**src/link_prog_pkg.sv**
```systemverilog
// Shared constants for the debug-link flash programming registers
package link_prog_pkg;
  // Core clock and link idle timeout
  localparam int CORE_CLK_HZ = 10000000;
  localparam int IDLE_TIMEOUT_NS = 20000;
  localparam int IDLE_TIMEOUT_CYC = (IDLE_TIMEOUT_NS / 1000) *
                                    (CORE_CLK_HZ / 1000000);
  // Link register addresses
  localparam logic [7:0] ADDR_PROG_CONTROL = 8'h02;
  localparam logic [7:0] ADDR_PROG_DATA = 8'hB4;
  // Reset values and the unmapped read value
  localparam logic [7:0] RST_PROG_CONTROL = 8'h00;
  localparam logic [7:0] RST_PROG_DATA = 8'h00;
  localparam logic [7:0] RST_REG_SELECT = 8'h00;
  localparam logic [7:0] UNMAPPED_READ = 8'h00;
  // Unlock codes, written in this order
  localparam logic [7:0] UNLOCK_FIRST = 8'h02;
  localparam logic [7:0] UNLOCK_SECOND = 8'h01;
  // Flash command codes
  localparam logic [7:0] CMD_BLOCK_READ = 8'h06;
  localparam logic [7:0] CMD_BLOCK_WRITE = 8'h07;
  localparam logic [7:0] CMD_PAGE_ERASE = 8'h08;
  localparam logic [7:0] CMD_DEVICE_ERASE = 8'h03;
  // Link instruction encodings (two bits after the start bit)
  localparam logic [1:0] INS_DATA_READ = 2'h0;
  localparam logic [1:0] INS_DATA_WRITE = 2'h1;
  localparam logic [1:0] INS_ADDR_READ = 2'h2;
  localparam logic [1:0] INS_ADDR_WRITE = 2'h3;
  localparam int INS_BITS = 2;
  localparam int BYTE_BITS = 8;
endpackage

```
**src/link_bus_if.sv**
```systemverilog
// Byte-level carrier between the link shifter and the register block
`timescale 1ns/1ns
interface link_bus_if;
  logic wr_pulse;    // One-cycle write of wr_byte
  logic wr_is_addr;  // Write targets the register select
  logic [7:0] wr_byte;
  logic rd_pulse;    // One-cycle read request
  logic rd_is_addr;  // Read targets the register select
  logic [7:0] rd_byte; // Answer, valid in the rd_pulse cycle
  modport shifter (output wr_pulse, wr_is_addr, wr_byte, rd_pulse,
                   rd_is_addr, input rd_byte);
  modport regs (input wr_pulse, wr_is_addr, wr_byte, rd_pulse,
                rd_is_addr, output rd_byte);
endinterface

```
**src/link_shifter.sv**
```systemverilog
// Bit-level front end of the two-wire debug link
`timescale 1ns/1ns
module link_shifter #(
  parameter int TIMEOUT_CYC = link_prog_pkg::IDLE_TIMEOUT_CYC
) (
  // Clock and reset
  input wire logic clk,
  input wire logic rst_n,
  // Raw link pins
  input wire logic link_clk_pin,
  input wire logic link_data_in,
  output logic link_data_out,
  output logic link_data_oe,
  output logic busy,
  // Byte side
  link_bus_if.shifter bus
);
  // Elaboration check: the idle counter below is only 16 bits wide
  if (TIMEOUT_CYC < 2 || TIMEOUT_CYC > 65535) begin : g_bad_timeout
    $error("TIMEOUT_CYC out of range");
  end

  typedef enum logic [1:0] {
    SH_IDLE = 2'b00,
    SH_INS = 2'b01,
    SH_WDATA = 2'b10,
    SH_RDATA = 2'b11
  } sh_state_t;

  logic [1:0] ck_sync_ff;   // Two-stage synchroniser, clock pin
  logic [1:0] dat_sync_ff;  // Two-stage synchroniser, data pin
  logic ck_prev_ff;         // Last synchronised clock level
  logic rise;
  logic fall;
  sh_state_t state_ff;
  logic [3:0] cnt_ff;       // Bits taken in the current phase
  logic [1:0] ins_ff;
  logic [7:0] sh_ff;        // Shift register, LSB first
  logic [15:0] idle_ff;     // Cycles since the last link edge
  logic out_ff;
  logic oe_ff;

  ////////////////////////////////////////////////////////////////////////
  // Pin synchronisers and edge finding
  always_ff @(posedge clk) begin
    if (!rst_n) begin
      ck_sync_ff <= 2'h3;
      dat_sync_ff <= 2'h0;
      ck_prev_ff <= 1'b1;
    end else begin
      ck_sync_ff <= {ck_sync_ff[0], link_clk_pin};
      dat_sync_ff <= {dat_sync_ff[0], link_data_in};
      ck_prev_ff <= ck_sync_ff[1];
    end
  end

  assign rise = ck_sync_ff[1] & ~ck_prev_ff;
  assign fall = ~ck_sync_ff[1] & ck_prev_ff;

  ////////////////////////////////////////////////////////////////////////
  // Idle watchdog: a host that vanishes mid-frame cannot wedge the link
  always_ff @(posedge clk) begin
    if (!rst_n || rise || fall || state_ff == SH_IDLE) begin
      idle_ff <= 16'h0000;
    end else if (idle_ff != 16'(TIMEOUT_CYC)) begin
      idle_ff <= idle_ff + 16'h0001;
    end
  end

  ////////////////////////////////////////////////////////////////////////
  // Frame sequencer: start bit, instruction, then eight data bits
  always_ff @(posedge clk) begin
    if (!rst_n || idle_ff == 16'(TIMEOUT_CYC)) begin
      state_ff <= SH_IDLE;
      cnt_ff <= 4'h0;
      ins_ff <= 2'h0;
      sh_ff <= 8'h00;
    end else if (state_ff == SH_RDATA && fall) begin
      sh_ff <= {1'b0, sh_ff[7:1]};
    end else if (rise) begin
      case (state_ff)
        SH_IDLE: begin
          // A high data bit on a rising edge starts a frame
          if (dat_sync_ff[1]) begin
            state_ff <= SH_INS;
          end
          cnt_ff <= 4'h0;
        end
        SH_INS: begin
          ins_ff <= {dat_sync_ff[1], ins_ff[1]};
          if (cnt_ff == 4'(link_prog_pkg::INS_BITS - 1)) begin
            cnt_ff <= 4'h0;
            // Bit 0, taken on the previous edge, tells write from read
            if (ins_ff[1] == 1'b1) begin
              state_ff <= SH_WDATA;
            end else begin
              // Load the answer before the first falling edge shifts it
              state_ff <= SH_RDATA;
              if (bus.rd_pulse) begin
                sh_ff <= bus.rd_byte;
              end
            end
          end else begin
            cnt_ff <= cnt_ff + 4'h1;
          end
        end
        SH_WDATA: begin
          sh_ff <= {dat_sync_ff[1], sh_ff[7:1]};
          if (cnt_ff == 4'(link_prog_pkg::BYTE_BITS - 1)) begin
            state_ff <= SH_IDLE;
          end
          cnt_ff <= cnt_ff + 4'h1;
        end
        SH_RDATA: begin
          // Host samples on this edge; stop after the eighth bit
          if (cnt_ff == 4'(link_prog_pkg::BYTE_BITS - 1)) begin
            state_ff <= SH_IDLE;
          end
          cnt_ff <= cnt_ff + 4'h1;
        end
        default: state_ff <= SH_IDLE;
      endcase
    end
  end

  // Read request on the edge that completes a read instruction; the
  // address/data bit is still on the pin then, not yet in ins_ff
  assign bus.rd_pulse = (state_ff == SH_INS) && rise && !ins_ff[1] &&
      cnt_ff == 4'(link_prog_pkg::INS_BITS - 1);
  assign bus.rd_is_addr = dat_sync_ff[1];
  assign bus.wr_pulse = (state_ff == SH_WDATA) && rise &&
                        cnt_ff == 4'(link_prog_pkg::BYTE_BITS - 1);
  // After the instruction, bit 1 (address or data) sits in ins_ff[1]
  assign bus.wr_is_addr = ins_ff[1];
  assign bus.wr_byte = {dat_sync_ff[1], sh_ff[7:1]};

  ////////////////////////////////////////////////////////////////////////
  // Data pin drive: new bit on each falling edge while reading
  always_ff @(posedge clk) begin
    if (!rst_n || state_ff != SH_RDATA) begin
      out_ff <= 1'b0;
      oe_ff <= 1'b0;
    end else if (fall) begin
      out_ff <= sh_ff[0];
      oe_ff <= 1'b1;
    end
  end

  assign link_data_out = out_ff;
  assign link_data_oe = oe_ff;
  assign busy = (state_ff != SH_IDLE);
endmodule

```
**src/debug_link_flash_prog_regs.sv**
```systemverilog
// Flash programming registers reached over the two-wire debug link
// Operation
// - 8-bit control register at 0x02, resets zero
// - Unlock needs 0x02 then 0x01, in order
// - Programming mode holds until system reset
// - 8-bit data register at 0xB4 carries bytes
// - Accept commands 06, 07, 08, 03
// - Halted device lends clock and data pins
// - Register select chooses data read/write target
`timescale 1ns/1ns
module debug_link_flash_prog_regs #(
  parameter int TIMEOUT_CYC = link_prog_pkg::IDLE_TIMEOUT_CYC
) (
  // Clock and reset
  input wire logic CORE_CLK,
  input wire logic NRST,
  // Debug link pins
  input wire logic LINK_CLK_PIN,
  input wire logic LINK_DATA_IN,
  output logic LINK_DATA_OUT,
  output logic LINK_DATA_OE,
  // Core control
  output logic CPU_HALT,
  output logic PINS_BORROWED,
  output logic PROG_ENABLED,
  // Flash engine side
  output logic [7:0] FLASH_CMD,
  output logic FLASH_CMD_VALID,
  output logic [7:0] FLASH_ARG,
  output logic FLASH_ARG_VALID,
  input wire logic FLASH_DONE,
  input wire logic [7:0] FLASH_RD_DATA,
  input wire logic FLASH_RD_VALID
);
  // Unlock tracker; a wrong code falls back to the start
  typedef enum logic [1:0] {
    LK_LOCKED = 2'b00,
    LK_GOT_FIRST = 2'b01,
    LK_UNLOCKED = 2'b10
  } lock_state_t;

  // Command tracker: one command byte, then its arguments
  typedef enum logic [0:0] {
    FC_WAIT_CMD = 1'b0,
    FC_ARGS = 1'b1
  } fcmd_state_t;

  // Byte carrier between the shifter and the registers
  link_bus_if bus ();

  logic link_busy;
  logic [7:0] reg_select_ff;   // Target of data read/write
  logic [7:0] prog_control_ff; // Last value written to control
  logic [7:0] prog_data_ff;    // Data register contents
  lock_state_t lock_ff;
  fcmd_state_t fcmd_ff;
  // Flash engine strobes are registered, one cycle each
  logic [7:0] cmd_ff;
  logic cmd_valid_ff;
  logic [7:0] arg_ff;
  logic arg_valid_ff;
  logic wr_ctl;
  logic wr_dat;

  // Valid flash command code check, used by the command FSM
  function automatic logic is_flash_cmd(input logic [7:0] c);
    is_flash_cmd = (c == link_prog_pkg::CMD_BLOCK_READ) ||
                   (c == link_prog_pkg::CMD_BLOCK_WRITE) ||
                   (c == link_prog_pkg::CMD_PAGE_ERASE) ||
                   (c == link_prog_pkg::CMD_DEVICE_ERASE);
  endfunction

  ////////////////////////////////////////////////////////////////////////
  // Link front end
  link_shifter #(
    .TIMEOUT_CYC(TIMEOUT_CYC)
  ) u_shifter (
    .clk(CORE_CLK),
    .rst_n(NRST),
    .link_clk_pin(LINK_CLK_PIN),
    .link_data_in(LINK_DATA_IN),
    .link_data_out(LINK_DATA_OUT),
    .link_data_oe(LINK_DATA_OE),
    .busy(link_busy),
    .bus(bus.shifter)
  );

  // Data writes go where the register select points
  assign wr_ctl = bus.wr_pulse && !bus.wr_is_addr &&
      reg_select_ff == link_prog_pkg::ADDR_PROG_CONTROL;
  assign wr_dat = bus.wr_pulse && !bus.wr_is_addr &&
      reg_select_ff == link_prog_pkg::ADDR_PROG_DATA;

  ////////////////////////////////////////////////////////////////////////
  // Register select, written by address-write frames
  always_ff @(posedge CORE_CLK) begin
    if (!NRST) begin
      reg_select_ff <= link_prog_pkg::RST_REG_SELECT;
    end else if (bus.wr_pulse && bus.wr_is_addr) begin
      reg_select_ff <= bus.wr_byte;
    end
  end

  ////////////////////////////////////////////////////////////////////////
  // Read mux; unmapped selections read as zero
  always_comb begin
    if (bus.rd_is_addr) begin
      bus.rd_byte = reg_select_ff;
    end else if (reg_select_ff == link_prog_pkg::ADDR_PROG_CONTROL) begin
      bus.rd_byte = prog_control_ff;
    end else if (reg_select_ff == link_prog_pkg::ADDR_PROG_DATA) begin
      bus.rd_byte = prog_data_ff;
    end else begin
      bus.rd_byte = link_prog_pkg::UNMAPPED_READ;
    end
  end

  ////////////////////////////////////////////////////////////////////////
  // Control register storage
  always_ff @(posedge CORE_CLK) begin
    if (!NRST) begin
      prog_control_ff <= link_prog_pkg::RST_PROG_CONTROL;
    end else if (wr_ctl) begin
      prog_control_ff <= bus.wr_byte;
    end
  end

  ////////////////////////////////////////////////////////////////////////
  // Unlock sequence; only NRST leaves the unlocked state
  always_ff @(posedge CORE_CLK) begin
    if (!NRST) begin
      lock_ff <= LK_LOCKED;
    end else if (wr_ctl) begin
      case (lock_ff)
        LK_LOCKED: begin
          if (bus.wr_byte == link_prog_pkg::UNLOCK_FIRST) begin
            lock_ff <= LK_GOT_FIRST;
          end
        end
        LK_GOT_FIRST: begin
          if (bus.wr_byte == link_prog_pkg::UNLOCK_SECOND) begin
            lock_ff <= LK_UNLOCKED;
          end else if (bus.wr_byte == link_prog_pkg::UNLOCK_FIRST) begin
            // A repeated first code may still begin a fresh pair
            lock_ff <= LK_GOT_FIRST;
          end else begin
            lock_ff <= LK_LOCKED;
          end
        end
        LK_UNLOCKED: lock_ff <= LK_UNLOCKED;
        default: lock_ff <= LK_LOCKED;
      endcase
    end else if (wr_dat && lock_ff == LK_GOT_FIRST) begin
      // A data register write between the pair restarts detection
      lock_ff <= LK_LOCKED;
    end
  end

  ////////////////////////////////////////////////////////////////////////
  // Data register: link writes, or read bytes from the flash engine
  // A link write wins over an engine byte landing in the same cycle
  always_ff @(posedge CORE_CLK) begin
    if (!NRST) begin
      prog_data_ff <= link_prog_pkg::RST_PROG_DATA;
    end else if (wr_dat) begin
      prog_data_ff <= bus.wr_byte;
    end else if (FLASH_RD_VALID && lock_ff == LK_UNLOCKED) begin
      prog_data_ff <= FLASH_RD_DATA;
    end
  end

  ////////////////////////////////////////////////////////////////////////
  // Command phase: first byte is a command, then arguments until done
  always_ff @(posedge CORE_CLK) begin
    if (!NRST) begin
      fcmd_ff <= FC_WAIT_CMD;
      cmd_ff <= 8'h00;
      cmd_valid_ff <= 1'b0;
      arg_ff <= 8'h00;
      arg_valid_ff <= 1'b0;
    end else begin
      // Strobes default low so each lasts exactly one cycle
      cmd_valid_ff <= 1'b0;
      arg_valid_ff <= 1'b0;
      case (fcmd_ff)
        FC_WAIT_CMD: begin
          // Locked or unknown codes are dropped without effect
          if (wr_dat && lock_ff == LK_UNLOCKED &&
              is_flash_cmd(bus.wr_byte)) begin
            cmd_ff <= bus.wr_byte;
            cmd_valid_ff <= 1'b1;
            fcmd_ff <= FC_ARGS;
          end
        end
        FC_ARGS: begin
          // Done wins over a late argument; the host must wait for it
          if (FLASH_DONE) begin
            fcmd_ff <= FC_WAIT_CMD;
          end else if (wr_dat) begin
            arg_ff <= bus.wr_byte;
            arg_valid_ff <= 1'b1;
          end
        end
        default: fcmd_ff <= FC_WAIT_CMD;
      endcase
    end
  end

  ////////////////////////////////////////////////////////////////////////
  // Halt and pin lending: core stalls while the link is in use
  // Trade-off: the core stays halted for the whole programming session,
  // which is safe but means user code cannot run until a reset
  assign PROG_ENABLED = (lock_ff == LK_UNLOCKED);
  assign CPU_HALT = PROG_ENABLED || link_busy;
  assign PINS_BORROWED = CPU_HALT;
  assign FLASH_CMD = cmd_ff;
  assign FLASH_CMD_VALID = cmd_valid_ff;
  assign FLASH_ARG = arg_ff;
  assign FLASH_ARG_VALID = arg_valid_ff;
endmodule

```
**config.mk**
```make
export PLATFORM = sky130hd
export DESIGN_NAME = debug_link_flash_prog_regs
export DESIGN_NICKNAME = d
export VERILOG_FILES = /design/src/link_prog_pkg.sv /design/src/link_bus_if.sv /design/src/link_shifter.sv /design/src/debug_link_flash_prog_regs.sv
export SDC_FILE = /design/constraint.sdc
export NUM_CORES = 1
export LEC_CHECK = 0
export ABC_AREA = 0
export BUFFER_PORTS_ARGS = -buffer_cell sky130_fd_sc_hd__buf_2
export CELL_PAD_IN_SITES_DETAIL_PLACEMENT = 1
export CELL_PAD_IN_SITES_GLOBAL_PLACEMENT = 2
export CORE_UTILIZATION = 40
export CTS_BUF_LIST = sky130_fd_sc_hd__clkbuf_2 sky130_fd_sc_hd__clkbuf_4 sky130_fd_sc_hd__clkbuf_8
export DETAILED_ROUTE_END_ITERATION = 8
export PLACE_DENSITY_LB_ADDON = 0.1
export SYNTH_ARGS = -nofsm -noshare
export SYNTH_HDL_FRONTEND = slang
export SYNTH_SLANG_ARGS = --single-unit
```
**constraint.sdc**
```tcl
create_clock -name CORE_CLK -period 4.56 [get_ports CORE_CLK]
set_clock_uncertainty 0.1 [all_clocks]
set_input_delay 0.456 -clock CORE_CLK [delete_from_list [all_inputs] [get_ports CORE_CLK]]
set_output_delay 0.456 -clock CORE_CLK [all_outputs]
set_load 0.1 [all_outputs]
```
; ---- Yosys cells after proc, flatten, opt, wreduce, memory -nomap -nowiden
; Index checks and enable logic that the tools add are counted.
[word_totals]
ff_bits = 84
[op_classes]
reduce_logical = 45
add_sub_neg = 2
muxes = 28
n_eq_ne = 27
bitwise_logic = 8
[ops]
columns = cell, n
row1 = $mux 8, 8
row2 = $eq 8x2->1 const B, 3
row3 = $add 16x1->16 const B, 1
row4 = $eq 16x8->1 const B, 1
row5 = $eq 8x3->1 const B, 2
row6 = $ne 16x8->1 const B, 1
row7 = $pmux 8 s2, 1
row8 = $reduce_and 5->1, 3
row9 = $logic_and 1x1->1, 14
row10 = $mux 2, 7
row11 = $mux 7, 2
row12 = $pmux 2 s3, 2
row13 = $pmux 4 s3, 1
row14 = $reduce_bool 2->1, 5
row15 = $logic_or 1x1->1, 9
row16 = $eq 8x1->1 const B, 1
row17 = $eq 8x4->1 const B, 1
row18 = $eq 8x8->1 const B, 1
row19 = $eq 2x2->1 const B, 3
row20 = $ne 2x1->1 const B, 3
row21 = $ne 2x2->1 const B, 3
row22 = $ne 3x3->1 const B, 2
row23 = $not 1->1, 6
row24 = $reduce_and 2->1, 3
row25 = other kinds (16), 27

; ---- Longest topological paths before layout
[logic_depth]
ltp_word = 11
ltp_mapped = 8
ltp_nobuf = 6

; ---- Hierarchy
; Synthesis repeated with hierarchy kept, for this count alone.
[unflattened]
hier_cells = 425
hier_area_um2 = 3900.0
[by_module_without_submodules]
columns = module, cells_per_inst, area_per_inst_um2, instances
row1 = debug_link_flash_prog_regs, 211, 2003.2, 1
row2 = link_shifter, 214, 1896.8, 1

; ---- Least setup slack after synthesis
; Ideal clock, no wire load.
[synth_path]
path_type = register to output
start = reg u_shifter.state_ff[0]
end = out PINS_BORROWED
slack_ns = 2.239
required_time_ns = 4.004
t_arrival_ns = 1.765
path_stages_with_launch = 5
cell_sequence = dfxtp_1 inv_1 ha_1 nand2_1 buf_4
[synth_between]
elab_chain_len = 2
[synth_lines]
columns = item, line_no
row1 = start: declaration, link_shifter.sv:35  ; sh_state_t state_ff;
row2 = start signal: assignment, link_shifter.sv:74  ; state_ff <= SH_IDLE;
row3 = start signal: assignment, link_shifter.sv:85  ; state_ff <= SH_INS;
row4 = start signal: assignment, link_shifter.sv:95  ; state_ff <= SH_WDATA;
row5 = $reduce_bool 2->1, link_shifter.sv:151  ; assign busy = (state_ff != SH_IDLE);
row6 = $logic_or 1x1->1, debug_link_flash_prog_regs.sv:214  ; assign CPU_HALT = PROG_ENABLED || link_busy;
row7 = end: declaration, debug_link_flash_prog_regs.sv:24  ; output logic PINS_BORROWED,
; No other way between the ends.

; ---- Final worst setup path
[layout_path]
start = reg u_shifter.state_ff[0]
end = reg cmd_ff[4] (netlist: FLASH_CMD[4])
[layout_between]
elab_chain_len = 8
[layout_lines]
columns = item, line_no
row1 = $eq 2x2->1, link_shifter.sv:131  ; assign bus.wr_pulse = (state_ff == SH_WDATA) && rise &&
row2 = $logic_and 1x1->1 (2 in series), link_shifter.sv:131
row3 = $logic_and 1x1->1 (2 in series), debug_link_flash_prog_regs.sv:91  ; assign wr_dat = bus.wr_pulse && !bus.wr_is_addr &&
row4 = $logic_and 1x1->1 (2 in series), debug_link_flash_prog_regs.sv:188  ; if (wr_dat && lock_ff == LK_UNLOCKED &&
row5 = $reduce_and 2->1 (no line), --
row6 = end signal: assignment, debug_link_flash_prog_regs.sv:190  ; cmd_ff <= bus.wr_byte;
row7 = end: declaration, debug_link_flash_prog_regs.sv:58  ; logic [7:0] cmd_ff;
; No other way between the ends.
; A chain may end at the register's enable or synchronous reset.

==> flow_metrics.py <==
metrics = {
    "synth": {
        "postSynthCellCount": 470,
        "ys_dominant_reg_cell": "dfxtp_1",
        "synth-edff-count": 0,
        "async_flop_share_pct": 0,
        "synth.avg_cell_area_um2": 8.59,
        "seq_area_frac_synth_pct": 41.2,
        "synth-seq-cells": 83,
        "synth_nets": 494,
        "ys_types": 61,
        "yosys_warnings": 0,
        "syn-cell-area_mm2": 0.00404,
    },
    "routing": {
        "drt_iter0_drc": 117,
        "drt-total-wl_mm": 10.6,
        "wl_per_cell_um": 17.1,
        "drc": 0,
        "ant_nets": 0,
        "via_count": 3485,
        "avgViaCountPerCell": 5.61,
        "first_pass_iters": 4,
    },
    "placement": {
        "io_buffers": 36,
        "place_hpwl_mm": 7.53,
        "gp_congestion": 0.782,
    },
    "floorplan": {
        "io_pins": 37,
        "dieWidth_um": 102,
        "rows": 36,
        "die_h_um": 102,
        "initial_core_util_pct": 41.3,
        "die_area_mm2": 0.0105,
        "core_mm2": 0.00977,
    },
    "global_route": {
        "overflow": 0,
        "grt.met2_usage_pct": 35.5,
        "grt_max_degree": 36,
        "grt_pass1_vias": 3350,
        "grt_first_pass_wirelength_mm": 17.3,
        "grtUsageMet3_pct": 2.46,
        "grt_busiest_layer": "met2",
        "use_met1_pct": 28.6,
        "antenna_found_initial": 0,
        "globalRouteTotalUtil_pct": 21.2,
    },
    "cts": {
        "cts_resized": 0,
        "cts_inserted_buffers": 9,
        "path_clk_slew_ps": 90,
        "post_cts_buffers": 0,
        "clockBufferDepth": 2,
        "ctsHoldBuffers": 0,
        "htree_levels": 3,
        "root_buffer": "clkbuf_8",
        "cts_tree": "built",
        "cts_sinks": 83,
        "worstSkewPairLatency_ps": 360,
    },
    "pwr": {
        "p_clk_share_pct": 44.0,
        "p_int_uw": 1050,
        "p_seq_share_pct": 54.0,
        "p_leak_uw": 0.00167,
        "power_density_mw_per_mm2": 303,
        "ir_drop_uv": 154,
        "p_comb_share_pct": 2.1,
        "netSwitchingPower_uw": 302,
        "swShare_pct": 22.3,
    },
    "final_layout": {
        "syn2layout_area_growth_pct": 10.6,
        "final_common_cell": "dfxtp_1",
        "nets": 507,
        "mostFrequentLayoutCells": "dfxtp_1, nand2_1, buf_2, nand3_1, nor2_1",
        "num_antenna_cells": 0,
        "fill_cells": 1187,
        "seqCellArea_mm2": 0.00166,
        "drive_above_1_share_pct": 13.7,
        "multi_input_area_mm2": 0.00219,
        "final_util_pct": 45.7,
    },
    "sta": {
        "fin_crit_sh_pct": 57.8,
        "finalSetupViolations": 0,
        "slew_headroom_pct": 25.8,
        "max_slew.worst_pin.slew_ps": 1100,
        "fin_crit_ps": 2630,
        "slew_violations": 0,
        "rsz0062_at_grt": "no",
        "clock.fmax_mhz": 380,
        "hold_viol_final": 0,
        "tns_ps": 0,
    },
    "critical_path": {
        "critPathKind": "flop to flop",
        "ff2ff_path_depth": 6,
        "cp_max_fo": 13,
        "worst_ep_arrival_time_ps": 2790,
        "required_ps": 4710,
        "endpoint_kind": "flop",
        "start_kind": "flop",
        "r2r_slack_ps": 1930,
    },
    "min_path": {
        "hold_class": "input port to flop",
        "holdPathStages": 2,
    },
    "run": {
        "drv_cap": 0,
    },
    "status": {
        "outcome": "finished, final reports clean",
    },
}
[through the flow]
step                std cells  setup slack (ps)  power, uW  hold slack [ps]  area [um2]
floorplan                 470              2240        764              286        4040
global placement          605              1970        775              316        4250
detailed placement        605              1900        775              310        4250
CTS                       621              1910       1370              186        4470
global route              621              1740       1400              197        4470
finish                    621              1930       1350              192        4470
[state kept, by name, summed over array words and instances (netlist names), 4 cells and up]
register	flops
u_shifter.idle_ff	16
prog_data_ff	8
FLASH_CMD	8
u_shifter.sh_ff	8
u_shifter.cnt_ff	4
FLASH_ARG	8
prog_control_ff	8
reg_select_ff	8
[layer usage]
metal  vias to the layer above  share of wire (%)
li1                       1715                  -
met1                      1695                 48
met2                        60                 48
met3                        15                2.2
met4                         0                1.4
met5                         -                  0
[power by group through the flow]
stage / clock, uW / sequential [uW] / combinational [uW]
6_report: 595 / 730 / 27.8
5_1_grt: 643 / 731 / 30.9
4_1_cts: 609 / 730 / 28.4
3_5_place_dp: 0 / 747 / 28.4
3_3_place_gp: 0 / 747 / 27.7
2_1_floorplan: 0 / 744 / 19.6
[worst paths after layout]
path / startpoint / endpoint
worst max register to register: u_shifter.state_ff[0] / FLASH_CMD[4]
worst max-delay path: u_shifter.state_ff[0] / FLASH_CMD[4]
worst min register to register: u_shifter.ck_sync_ff[0] / u_shifter.ck_sync_ff[1]
worst min-delay path: LINK_CLK_PIN / u_shifter.ck_sync_ff[0]
[cells by family after synthesis]
logic type | Yosys count | synth area share (%)
compound gates | 89 | 15.0
xor+xnor | 9 | 1.95
fa+ha+maj | 10 | 3.10
buf+inv | 46 | 4.62
flops | 83 | 41.2
mux | 23 | 5.70
simple gates | 210 | 28.5
[cell type report]
class,count,area share (%)
clock inverters,6,1.99
clock buffers,10,2.94
well taps,133,3.73
repair buffers,37,4.20
inverters,11,0.925
multi-input cells,341,49.0
flip-flops and latches,83,37.2
[critical path: stages, from the launching register on]
cell and delay (ps):
dfxtp_1 360, inv_1 130, ha_1 320, nand3b_1 200
nor4_4 650, nand4_1 450, and3_1 330
[synth_stat cells, types with 4 or more instances]
library cell | n | share of area [%]
nor3_1 | 16 | 2.0
or4_1 | 4 | 0.74
ha_1 | 10 | 3.1
nand3b_1 | 7 | 1.3
nand4_1 | 7 | 1.1
a211oi_1 | 7 | 1.3
mux2i_1 | 23 | 5.7
o211ai_1 | 11 | 2.0
nand2b_1 | 19 | 2.9
a21oi_1 | 19 | 2.4
nor2_1 | 27 | 2.5
o21ai_1 | 6 | 0.74
and3_1 | 5 | 0.77
nand3_1 | 29 | 3.6
inv_1 | 10 | 0.93
nand2_1 | 57 | 5.3
a311oi_1 | 9 | 2.0
o41ai_1 | 7 | 1.5
and2_1 | 4 | 0.62
or3_1 | 7 | 1.1
nor3b_1 | 4 | 0.74
dfxtp_1 | 83 | 41
clkbuf_1 | 30 | 2.8
o21ai_0 | 14 | 1.7
xor2_1 | 8 | 1.7
(Power assumes the default switching activity.)
